===== config.mk =====
export PLATFORM = sky130hd
export DESIGN_NAME = pscr_top
export DESIGN_NICKNAME = d
export VERILOG_FILES = /design/src/pscr_pkg.sv /design/src/pscr_rst_sync.sv /design/src/pscr_mdc_edge.sv /design/src/pscr_top.sv
export SDC_FILE = /design/constraint.sdc
export NUM_CORES = 1
export LEC_CHECK = 0
export BUFFER_PORTS_ARGS = -buffer_cell sky130_fd_sc_hd__buf_2
export CAP_MARGIN = 10
export CORE_MARGIN = 10
export CORE_UTILIZATION = 45
export DETAILED_ROUTE_END_ITERATION = 10
export GPL_TIMING_DRIVEN = 0
export PLACE_DENSITY = 0.67
export SETUP_SLACK_MARGIN = 0.15
export SLEW_MARGIN = 10
export SYNTH_ARGS = -nofsm -noshare
export SYNTH_HDL_FRONTEND = slang
export SYNTH_SLANG_ARGS = --single-unit

===== constraint.sdc =====
create_clock -name clk_i -period 3.3 [get_ports clk_i]
set_input_delay 0.33 -clock clk_i [delete_from_list [all_inputs] [get_ports clk_i]]
set_output_delay 0.33 -clock clk_i [all_outputs]
set_load 0.02 [all_outputs]

===== src/pscr_pkg.sv =====
// Purpose: shared constants and carrier types for the strap configuration and reset block
// Assumes: 200 MHz system clock
// Notes: register offsets are indices on the plain register port
package pscr_pkg;

    // register indices on the plain port
    localparam logic [4:0] ADDR_BASIC_CONTROL = 5'h00;
    localparam logic [4:0] ADDR_PHY_CONFIG    = 5'h13;
    localparam logic [4:0] ADDR_STRAP_STATUS  = 5'h1e;

    // field positions
    localparam int BC_LOOPBACK_BIT  = 14;
    localparam int BC_AUTONEG_BIT   = 12;
    localparam int PC_MLT3_BYP_BIT  = 1;

    // values after reset before straps load
    localparam logic [15:0] BASIC_CONTROL_RST = 16'h0000;
    localparam logic [15:0] PHY_CONFIG_RST    = 16'h0000;

    // reset sequencing timing
    localparam int RESET_SETTLE_NS     = 1000;
    localparam int CLK_PERIOD_NS       = 5;
    localparam int RESET_SETTLE_CYCLES = (RESET_SETTLE_NS + CLK_PERIOD_NS - 1) / CLK_PERIOD_NS;
    localparam int STRAP_SAMPLE_CYCLES = 4;
    localparam int CNT_W               = 8;

    // straps captured at reset
    typedef struct packed {
        logic autoneg;
        logic config_a;
        logic config_b;
        logic reduced_if;
        logic mdix_dis;
    } pscr_strap_s;

    // advertised ability summary
    typedef struct packed {
        logic adv_100_fd;
        logic adv_100_hd;
        logic adv_10_fd;
        logic adv_10_hd;
    } pscr_adv_s;

    typedef enum logic [1:0] {
        PSCR_HOLD,
        PSCR_SAMPLE,
        PSCR_SETTLE,
        PSCR_DONE
    } pscr_state_e;

endpackage


===== src/pscr_rst_sync.sv =====
// Purpose: two flip-flop release of the asynchronous reset
// Assumes: active-low reset input
// Notes: assertion is immediate, release is delayed two edges
`timescale 1ns/1ps
module pscr_rst_sync
(
    // clock and reset
    input  wire logic clk_i,
    input  wire logic rst_n_i,
    // synchronised reset
    output logic      rst_n_o
);
    logic stage1;
    logic stage2;

    // release chain; only the second stage is used
    always_ff @(posedge clk_i or negedge rst_n_i)
    begin
        if (!rst_n_i)
        begin
            stage1 <= 1'b0;
            stage2 <= 1'b0;
        end
        else
        begin
            stage1 <= 1'b1;
            stage2 <= stage1;
        end
    end

    assign rst_n_o = stage2;
endmodule


===== src/pscr_mdc_edge.sv =====
// Purpose: detects a management clock transition
// Assumes: mdc is synchronous to clk_i
// Notes: flags level change against the previous sample
`timescale 1ns/1ps
module pscr_mdc_edge
(
    // clock and reset
    input  wire logic clk_i,
    input  wire logic rst_n,
    // management clock sample
    input  wire logic mdc_i,
    // one-cycle transition pulse
    output logic      edge_o
);
    logic prev;
    logic next_prev;

    // next value of the delayed sample
    always_comb
    begin
        next_prev = mdc_i;
    end

    // registered sample
    always_ff @(posedge clk_i or negedge rst_n)
    begin
        if (!rst_n)
            prev <= 1'b0;
        else
            prev <= next_prev;
    end

    assign edge_o = prev ^ mdc_i;
endmodule


===== src/pscr_top.sv =====
// Purpose: strap configuration and reset status of a 10/100 transceiver
// Assumes: straps and mdc are synchronous to clk_i; registers reached over a plain port
// Notes: reset-done output rises only after straps are loaded and settle time has passed
`timescale 1ns/1ps
module pscr_top
(
    // clock and reset
    input  wire logic                 clk_i,
    input  wire logic                 rst_n_i,
    // straps and test pins
    input  wire logic                 autoneg_strap_i,
    input  wire logic                 strap_config_a_i,
    input  wire logic                 strap_config_b_i,
    input  wire logic                 reduced_if_select_i,
    input  wire logic                 mdix_dis_i,
    input  wire logic                 test_i,
    input  wire logic                 scan_enable_pin_i,
    // management clock
    input  wire logic                 mdc_i,
    // register port
    input  wire logic [4:0]           reg_addr_i,
    input  wire logic [15:0]          reg_wdata_i,
    input  wire logic                 reg_wr_i,
    input  wire logic                 reg_rd_i,
    output logic      [15:0]          reg_rdata_o,
    // status and control outputs
    output logic                      reset_done_o,
    output logic                      mlt3_bypass_o,
    output logic                      loopback_o,
    output logic                      autoneg_en_o,
    output logic                      auto_mdix_en_o,
    output logic                      reduced_if_o,
    output pscr_pkg::pscr_adv_s       adv_o
);
    import pscr_pkg::*;

    logic        rst_n;
    logic        mdc_edge;
    pscr_state_e state;
    pscr_state_e next_state;
    logic [CNT_W-1:0] cnt;
    logic [CNT_W-1:0] next_cnt;
    logic        mdc_seen;
    logic        next_mdc_seen;
    pscr_strap_s strap;
    pscr_strap_s next_strap;
    logic [15:0] basic_control;
    logic [15:0] next_basic_control;
    logic [15:0] phy_config;
    logic [15:0] next_phy_config;
    logic [15:0] rdata;
    logic [15:0] next_rdata;
    logic        done;
    logic        next_done;
    pscr_adv_s   adv;
    pscr_adv_s   next_adv;
    logic        an_on;

    // power-up and pin reset both pass through here; flops come up in reset
    pscr_rst_sync u_rst_sync
    (
        .clk_i   (clk_i),
        .rst_n_i (rst_n_i),
        .rst_n_o (rst_n)
    );

    // management clock transition detector
    pscr_mdc_edge u_mdc_edge
    (
        .clk_i  (clk_i),
        .rst_n  (rst_n),
        .mdc_i  (mdc_i),
        .edge_o (mdc_edge)
    );

    assign an_on = basic_control[BC_AUTONEG_BIT];

    // reset sequencer: hold, sample straps, settle, done
    always_comb
    begin
        next_state    = state;
        next_cnt      = cnt;
        next_mdc_seen = mdc_seen | mdc_edge;
        next_strap    = strap;
        next_done     = done;
        case (state)
            PSCR_HOLD:
            begin
                next_cnt   = '0;
                next_done  = 1'b0;
                next_state = PSCR_SAMPLE;
            end
            PSCR_SAMPLE:
            begin
                // straps captured repeatedly during the sample window
                next_strap.autoneg    = autoneg_strap_i;
                next_strap.config_a   = strap_config_a_i;
                next_strap.config_b   = strap_config_b_i;
                next_strap.reduced_if = reduced_if_select_i;
                next_strap.mdix_dis   = mdix_dis_i;
                next_cnt = cnt + 1'b1;
                if (cnt == CNT_W'(STRAP_SAMPLE_CYCLES - 1))
                begin
                    next_cnt   = '0;
                    next_state = PSCR_SETTLE;
                end
            end
            PSCR_SETTLE:
            begin
                if (cnt != CNT_W'(RESET_SETTLE_CYCLES - 1))
                    next_cnt = cnt + 1'b1;
                if (cnt == CNT_W'(RESET_SETTLE_CYCLES - 1) && next_mdc_seen)
                begin
                    next_done  = 1'b1;
                    next_state = PSCR_DONE;
                end
            end
            PSCR_DONE:
                next_done = 1'b1;
            default:
                next_state = PSCR_HOLD;
        endcase
    end

    always_ff @(posedge clk_i or negedge rst_n)
    begin
        if (!rst_n)
        begin
            state    <= PSCR_HOLD;
            cnt      <= '0;
            mdc_seen <= 1'b0;
            strap    <= '0;
            done     <= 1'b0;
        end
        else
        begin
            state    <= next_state;
            cnt      <= next_cnt;
            mdc_seen <= next_mdc_seen;
            strap    <= next_strap;
            done     <= next_done;
        end
    end

    // register file: straps loaded at end of sampling, software writes afterwards
    always_comb
    begin
        next_basic_control = basic_control;
        next_phy_config    = phy_config;
        if (state == PSCR_SETTLE && cnt == '0)
        begin
            next_basic_control[BC_AUTONEG_BIT] = strap.autoneg;
            if (!strap.autoneg)
            begin
                next_phy_config[PC_MLT3_BYP_BIT]   = strap.config_a;
                next_basic_control[BC_LOOPBACK_BIT] = strap.config_b;
            end
        end
        else if (done && reg_wr_i)
        begin
            if (reg_addr_i == ADDR_BASIC_CONTROL)
                next_basic_control = reg_wdata_i;
            else if (reg_addr_i == ADDR_PHY_CONFIG)
                next_phy_config = reg_wdata_i;
        end
    end

    always_ff @(posedge clk_i or negedge rst_n)
    begin
        if (!rst_n)
        begin
            basic_control <= BASIC_CONTROL_RST;
            phy_config    <= PHY_CONFIG_RST;
        end
        else
        begin
            basic_control <= next_basic_control;
            phy_config    <= next_phy_config;
        end
    end

    // advertised abilities from the two straps when autonegotiation is on
    always_comb
    begin
        next_adv = '0;
        if (an_on)
        begin
            case ({strap.config_a, strap.config_b})
                2'b00:   next_adv = 4'hf;
                2'b01:   next_adv = 4'hc;
                2'b10:   next_adv = 4'h3;
                2'b11:   next_adv = 4'h8;
                default: next_adv = '0;
            endcase
        end
    end

    // read data one cycle after the strobe; unmapped reads return zero
    always_comb
    begin
        next_rdata = '0;
        if (reg_rd_i)
        begin
            case (reg_addr_i)
                ADDR_BASIC_CONTROL: next_rdata = basic_control;
                ADDR_PHY_CONFIG:    next_rdata = phy_config;
                ADDR_STRAP_STATUS:  next_rdata = {9'h000, test_i | scan_enable_pin_i, done,
                                                  strap};
                default:            next_rdata = '0;
            endcase
        end
    end

    always_ff @(posedge clk_i or negedge rst_n)
    begin
        if (!rst_n)
        begin
            rdata          <= '0;
            adv            <= '0;
            reg_rdata_o    <= '0;
            reset_done_o   <= 1'b0;
            mlt3_bypass_o  <= 1'b0;
            loopback_o     <= 1'b0;
            autoneg_en_o   <= 1'b0;
            auto_mdix_en_o <= 1'b0;
            reduced_if_o   <= 1'b0;
            adv_o          <= '0;
        end
        else
        begin
            rdata          <= next_rdata;
            adv            <= next_adv;
            reg_rdata_o    <= next_rdata;
            reset_done_o   <= next_done;
            mlt3_bypass_o  <= phy_config[PC_MLT3_BYP_BIT];
            loopback_o     <= basic_control[BC_LOOPBACK_BIT];
            autoneg_en_o   <= an_on;
            // follows next_done so pair swapping starts on the same edge as reset-done
            auto_mdix_en_o <= next_done & ~mdix_dis_i;
            reduced_if_o   <= strap.reduced_if;
            adv_o          <= next_adv;
        end
    end
endmodule


# Yosys cells after proc, flatten, opt, wreduce, memory -nomap -nowiden
# Cells that the tools add are included.
# Widths: inputs -> output; s select.
classes:
  n_eq_ne: 16
  bitwise: 7
  n_shift: 0
  add_sub_neg: 1
  reduce_logical: 18
  order_cmp: 0
  div_mod_pow: 0
  muxes: 22
  n_mul: 0
op_table:
  columns: ["operator", "n"]
  rows:
  - ["$pmux 16 s3", 1]
  - ["$mux 15", 2]
  - ["$pmux 8 s3", 1]
  - ["$mux 16", 1]
  - ["$mux 8", 2]
  - ["$pmux 4 s4", 1]
  - ["$eq 5x5->1 const B", 2]
  - ["$mux 2", 5]
  - ["$ne 2x2->1 const B", 5]
  - ["$reduce_and 3->1", 3]
  - ["$add 8x1->8 const B", 1]
  - ["$eq 2x2->1 const B", 4]
  - ["$eq 8x2->1 const B", 1]
  - ["$eq 8x8->1 const B", 1]
  - ["$logic_not 8->1", 1]
  - ["$ne 8x8->1 const B", 1]
  - ["$reduce_and 4->1", 2]
  - ["$mux 1", 6]
  - ["$pmux 2 s3", 1]
  - ["$reduce_bool 2->1", 3]
  - ["$logic_not 5->1", 1]
  - ["$eq 2x1->1 const B", 2]
  - ["$logic_not 2->1", 2]
  - ["$mux 4", 1]
  - ["other kinds (8)", 14]
word_totals:
  latchBits: 0
  romBits: 0
  in_bits: 33
  ram_bits: 0
  out_inout_bits: 26
  register_bits: 77
  mem_count: 0
  elab_cells: 91

# Logic depth before layout (Yosys ltp)
depth:
  depth_word: 6
  ltp_mapped: 7
  ltp_nobuf: 6

# Hierarchy
# A second synthesis with hierarchy kept.
unflattened:
  hier_cells: 246
  hier_area_um2: 3281.9
modules_own_cells:
  columns: ["mod", "seq_area_each_um2", "area_per_inst_um2", "cells_each", "n_inst"]
  rows:
  - ["pscr_top", 1826.8, 3194.3, 241, 1]
  - ["pscr_rst_sync", 50.0, 53.8, 3, 1]
  - ["pscr_mdc_edge", 25.0, 33.8, 2, 1]

# Worst setup path after synthesis
# Ideal clock, no wire load.
synth_path:
  kind: "register to register"
  from: "register state[0]"
  to: "register phy_config[10]"
  path_slack_ns: 1.432
  required_ns: 3.175
  period_less_slack_ns: 1.868
  setup_time_ns: 0.125
  path_buffers: 1
  arrival_ns: 1.744
  stages_incl_launch_ff: 8
  path_cell_list: "dfrtp_1 > inv_1 > ha_1 > and2_1 > nand3_1 > nand2_2 > buf_6 > mux2_2"
synth_via:
  elab_chain_len: 4
synth_lines:
  columns: ["item", "line_no", "rtl"]
  rows:
  - ["start, declared", "pscr_top.sv:39", "pscr_state_e state;"]
  - ["start signal, assigned", "pscr_top.sv:137", "state <= next_state;"]
  - ["$eq 2x2->1", "pscr_top.sv:150", "if (state == PSCR_SETTLE && cnt == '0)"]
  - ["$logic_and 1x1->1", "pscr_top.sv:150", null]
  - ["$not 1->1 (no line)", null, null]
  - ["$reduce_and 4->1 (no line)", null, null]
  - ["end signal, assigned", "pscr_top.sv:178", "phy_config <= next_phy_config;"]
  - ["end, declared", "pscr_top.sv:49", "logic [15:0] phy_config;"]
# Every way passes these cells.
# A chain may end at the register's enable or synchronous reset.

# Worst setup path after layout
layout_path:
  from: "register state[0]"
  to: "register phy_config[15]"
# The elaborated chain is that of the path after synthesis.

==> out/results.ini <==
[run_status]
status=finished, final reports clean

[grt]
grt_pass1_vias=2252
grt_use_total_pct=12.9
grt_pass1_wl_mm=11.5
antenna_found_initial=0
grt_max_degree=59
grt_overflow=0

[setup_path]
crit_buf_inv=2
path_depth=7
crit_family=simple AND/OR/NAND/NOR gates
cp.required_ps=3520
worst-path-max-fanout=10
r2r_start=state[0]
arrival_ps=2410
path_class=reg2reg
r2r_cells=7
r2r_setup_slack_ps=1110
crit_chain=inv_1, ha_1, and2_1, nand3_1, nand2_2, buf_6, mux2_2
max_stage_delay_ps=440
crit_end=phy_config[15]
startpoint=state[0]
worstSetupEndpointType=flop
worst_setup_path_start_kind=flop
r2r_end=phy_config[15]
slowest_stage=dfrtp_1

[clock_tree]
cts_tree=yes
cts-root-buf=clkbuf_8
htreeDepth=3
numCtsBuffers=9
post_cts_resized=0
clk_latency_ps=340
cts.sinks=76
path_clk_slew_ps=80
cts_buffer_depth=2

[floorplan]
die_x_um=105
initial_core_util_pct=46.9
io-pin-count=59
row_count=30
die-area_mm2=0.0110
dieHeight_um=105
core_region_area_mm2=0.00691

[sta]
setup_viol_count_final=0
rsz0062_at_grt=false
fin_worst_skew_ps=11.8
maxSlewViolCount=0
fin_crit_ps=2190
finalWorstSetupSlack_ps=1110
maxClockFrequency_mhz=456
final_hold_viol_count=0
worstMarginPinSlew_ps=1090
setup-tns-final_ps=0
relSlewSlack_pct=27.0
fin_crit_sh_pct=66.4

[logic_synthesis]
synth_edf_count=0
seq_area_frac_synth_pct=58.7
netlist_instances=253
syn_avg_cell_area_um2=12.8
ys_ff_latch=76
syn-num-nets=292
synth_cell_types=48
ys_async_sr_fraction_pct=100
syn_area_mm2=0.00324
yosys_warnings=0
synth_ff_type=dfrtp_1

[power]
p_per_area_mw_per_mm2=502
internal-power_mw=1.48
swShare_pct=24.1
p_seq_share_pct=55.2
p_leak_nw=1.84
p_total_mw=1.95
switchingPower_uw=470
p_comb_share_pct=9.7
peakVddDrop_v=0.000251
clock_power_share_pct=35.1

[placed_design]
hpwl_mm=5.13
finalWeightedCongestion=0.813
place_ws_ps=1080
place_inst=408
io_buffers=58

[drt]
firstDrtPassIters=5
via_per_inst=5.26
vias=2235
ant_nets=0
drc_errors=0
wl_per_cell_um=16.5
wirelength_mm=7.03
drt-initial-drc-count=122

[finish]
antennaDiodeCount=0
area_growth_pct=19.9
final_cells=425
drive_above_1_share_pct=37.4
nets=363

[job]
cap_viol_max_count=0

[worst_hold_path]
hold_path.class=in2reg
hold_depth=1

-- what timing repair did --
action	4_1_cts	5_1_grt
endpoints found under the hold margin	2	0
hold buffers	1	0
buffers inserted	0	0
-- power by group through the flow --
stage	combinational (mW)	sequential (mW)	clock [mW]
3_3_place_gp	0.168	1.10	0
5_1_grt	0.206	1.09	0.752
2_1_floorplan	0.0992	1.11	0
6_report	0.189	1.08	0.685
4_1_cts	0.193	1.07	0.706
3_5_place_dp	0.191	1.09	0
-- layer usage --
layer / global-route usage [%] / share of wire, % / vias to the layer above
met3: 3.87 / 5.3 / 7
met1: 16.4 / 45 / 1112
met5: 0 / 0 / -
met4: 5.00 / 1.1 / 0
met2: 20.0 / 48 / 53
li1: - / - / 1063
-- kinds of logic (layout without fill, tap and decap cells) --
| group | after synthesis | after routing | synth area share, % |
|---|---|---|---|
| other | 1 | 1 | 0.116 |
| multiplexers | 36 | 36 | 13.6 |
| XOR/XNOR | 1 | 1 | 0.271 |
| buffers and inverters | 14 | 90 | 2.28 |
| flip-flops | 76 | 76 | 58.7 |
| AO/OA/AOI/OAI | 44 | 44 | 10.1 |
| AND/OR/NAND/NOR | 75 | 75 | 12.6 |
| adder cells (fa/ha/maj) | 6 | 6 | 2.32 |
-- synth_stat cells, types with 2 or more instances --
| master | instances | area [um2] |
|---|---|---|
| nor3_1 | 5 | 25.0 |
| nor3_2 | 2 | 20.0 |
| o21ai_0 | 8 | 40.0 |
| or2_2 | 2 | 12.5 |
| a222oi_1 | 6 | 60.1 |
| mux2i_1 | 3 | 30.0 |
| a32oi_1 | 2 | 17.5 |
| inv_1 | 8 | 30.0 |
| a21oi_1 | 3 | 15.0 |
| nand3_1 | 10 | 50.1 |
| nand2_2 | 2 | 12.5 |
| buf_6 | 2 | 22.5 |
| and2_1 | 2 | 12.5 |
| nor2b_1 | 11 | 68.8 |
| ha_1 | 6 | 75.1 |
| mux2_4 | 10 | 150 |
| o211ai_1 | 2 | 15.0 |
| o311ai_0 | 3 | 26.3 |
| buf_2 | 2 | 10.0 |
| nor2_1 | 10 | 37.5 |
| a22oi_1 | 11 | 82.6 |
| mux2_2 | 23 | 259 |
| nand2_1 | 19 | 71.3 |
| nor4_1 | 2 | 12.5 |
| dfrtp_1 | 76 | 1900 |
-- state kept, by name, summed over array words and instances, names as in the netlist, 2 cells and up --
signal         flops
cnt                8
strap              5
state              2
adv_o              3
phy_config        16
basic_control     16
reg_rdata_o       16
-- worst min path at each step --
stage	startpoint	to	slack, ps
CTS	mdc_i	u_mdc_edge.prev	110
detailed placement	rst_n_i	u_rst_sync.stage1	120
finish	mdc_i	u_mdc_edge.prev	120
global route	mdc_i	u_mdc_edge.prev	120
global placement	rst_n_i	u_rst_sync.stage1	120
floorplan	rst_n_i	u_rst_sync.rst_n_o	30
-- layout make-up --
cell class	count	area, um2
Buffer	6	43.8
Clock buffer	10	128
Clock inverter	6	63.8
Fill cell	627	3030
Inverter	8	30.0
Multi-Input combinational cell	163	1260
Sequential cell	76	1910
Tap cell	96	120
Timing Repair Buffer	60	328
-- cells in the final DEF (no fill, tap or decap), types with 2 or more instances in the layout --
master / synthesis / final
inv_1: 8 / 8
nor3_1: 5 / 5
dfrtp_1: 76 / 75
buf_6: 2 / 2
buf_2: 2 / 60
ha_1: 6 / 6
mux2_4: 10 / 10
or2_2: 2 / 2
nand2_2: 2 / 2
o211ai_1: 2 / 2
nor3_2: 2 / 2
nand3_1: 10 / 10
nand2_1: 19 / 19
clkbuf_8: 0 / 9
o311ai_0: 3 / 3
nor2b_1: 11 / 11
clkinvlp_4: 0 / 2
mux2i_1: 3 / 3
clkinv_2: 0 / 2
o21ai_0: 8 / 8
mux2_2: 23 / 23
nor4_1: 2 / 2
a21oi_1: 3 / 3
clkbuf_1: 1 / 2
a222oi_1: 6 / 6
and2_1: 2 / 2
a22oi_1: 11 / 11
a32oi_1: 2 / 2
nor2_1: 10 / 10
-- through the flow --
step,utilization [%],area (um2),hold WS (ps)
2_1_floorplan,-,3240,34.4
6_report,56.2,3880,124
5_1_grt,56.2,3880,117
3_5_place_dp,53.3,3680,117
3_3_place_gp,52.8,3650,115
4_1_cts,56.2,3880,111
Note: power is estimated with default switching activity, not from simulation.
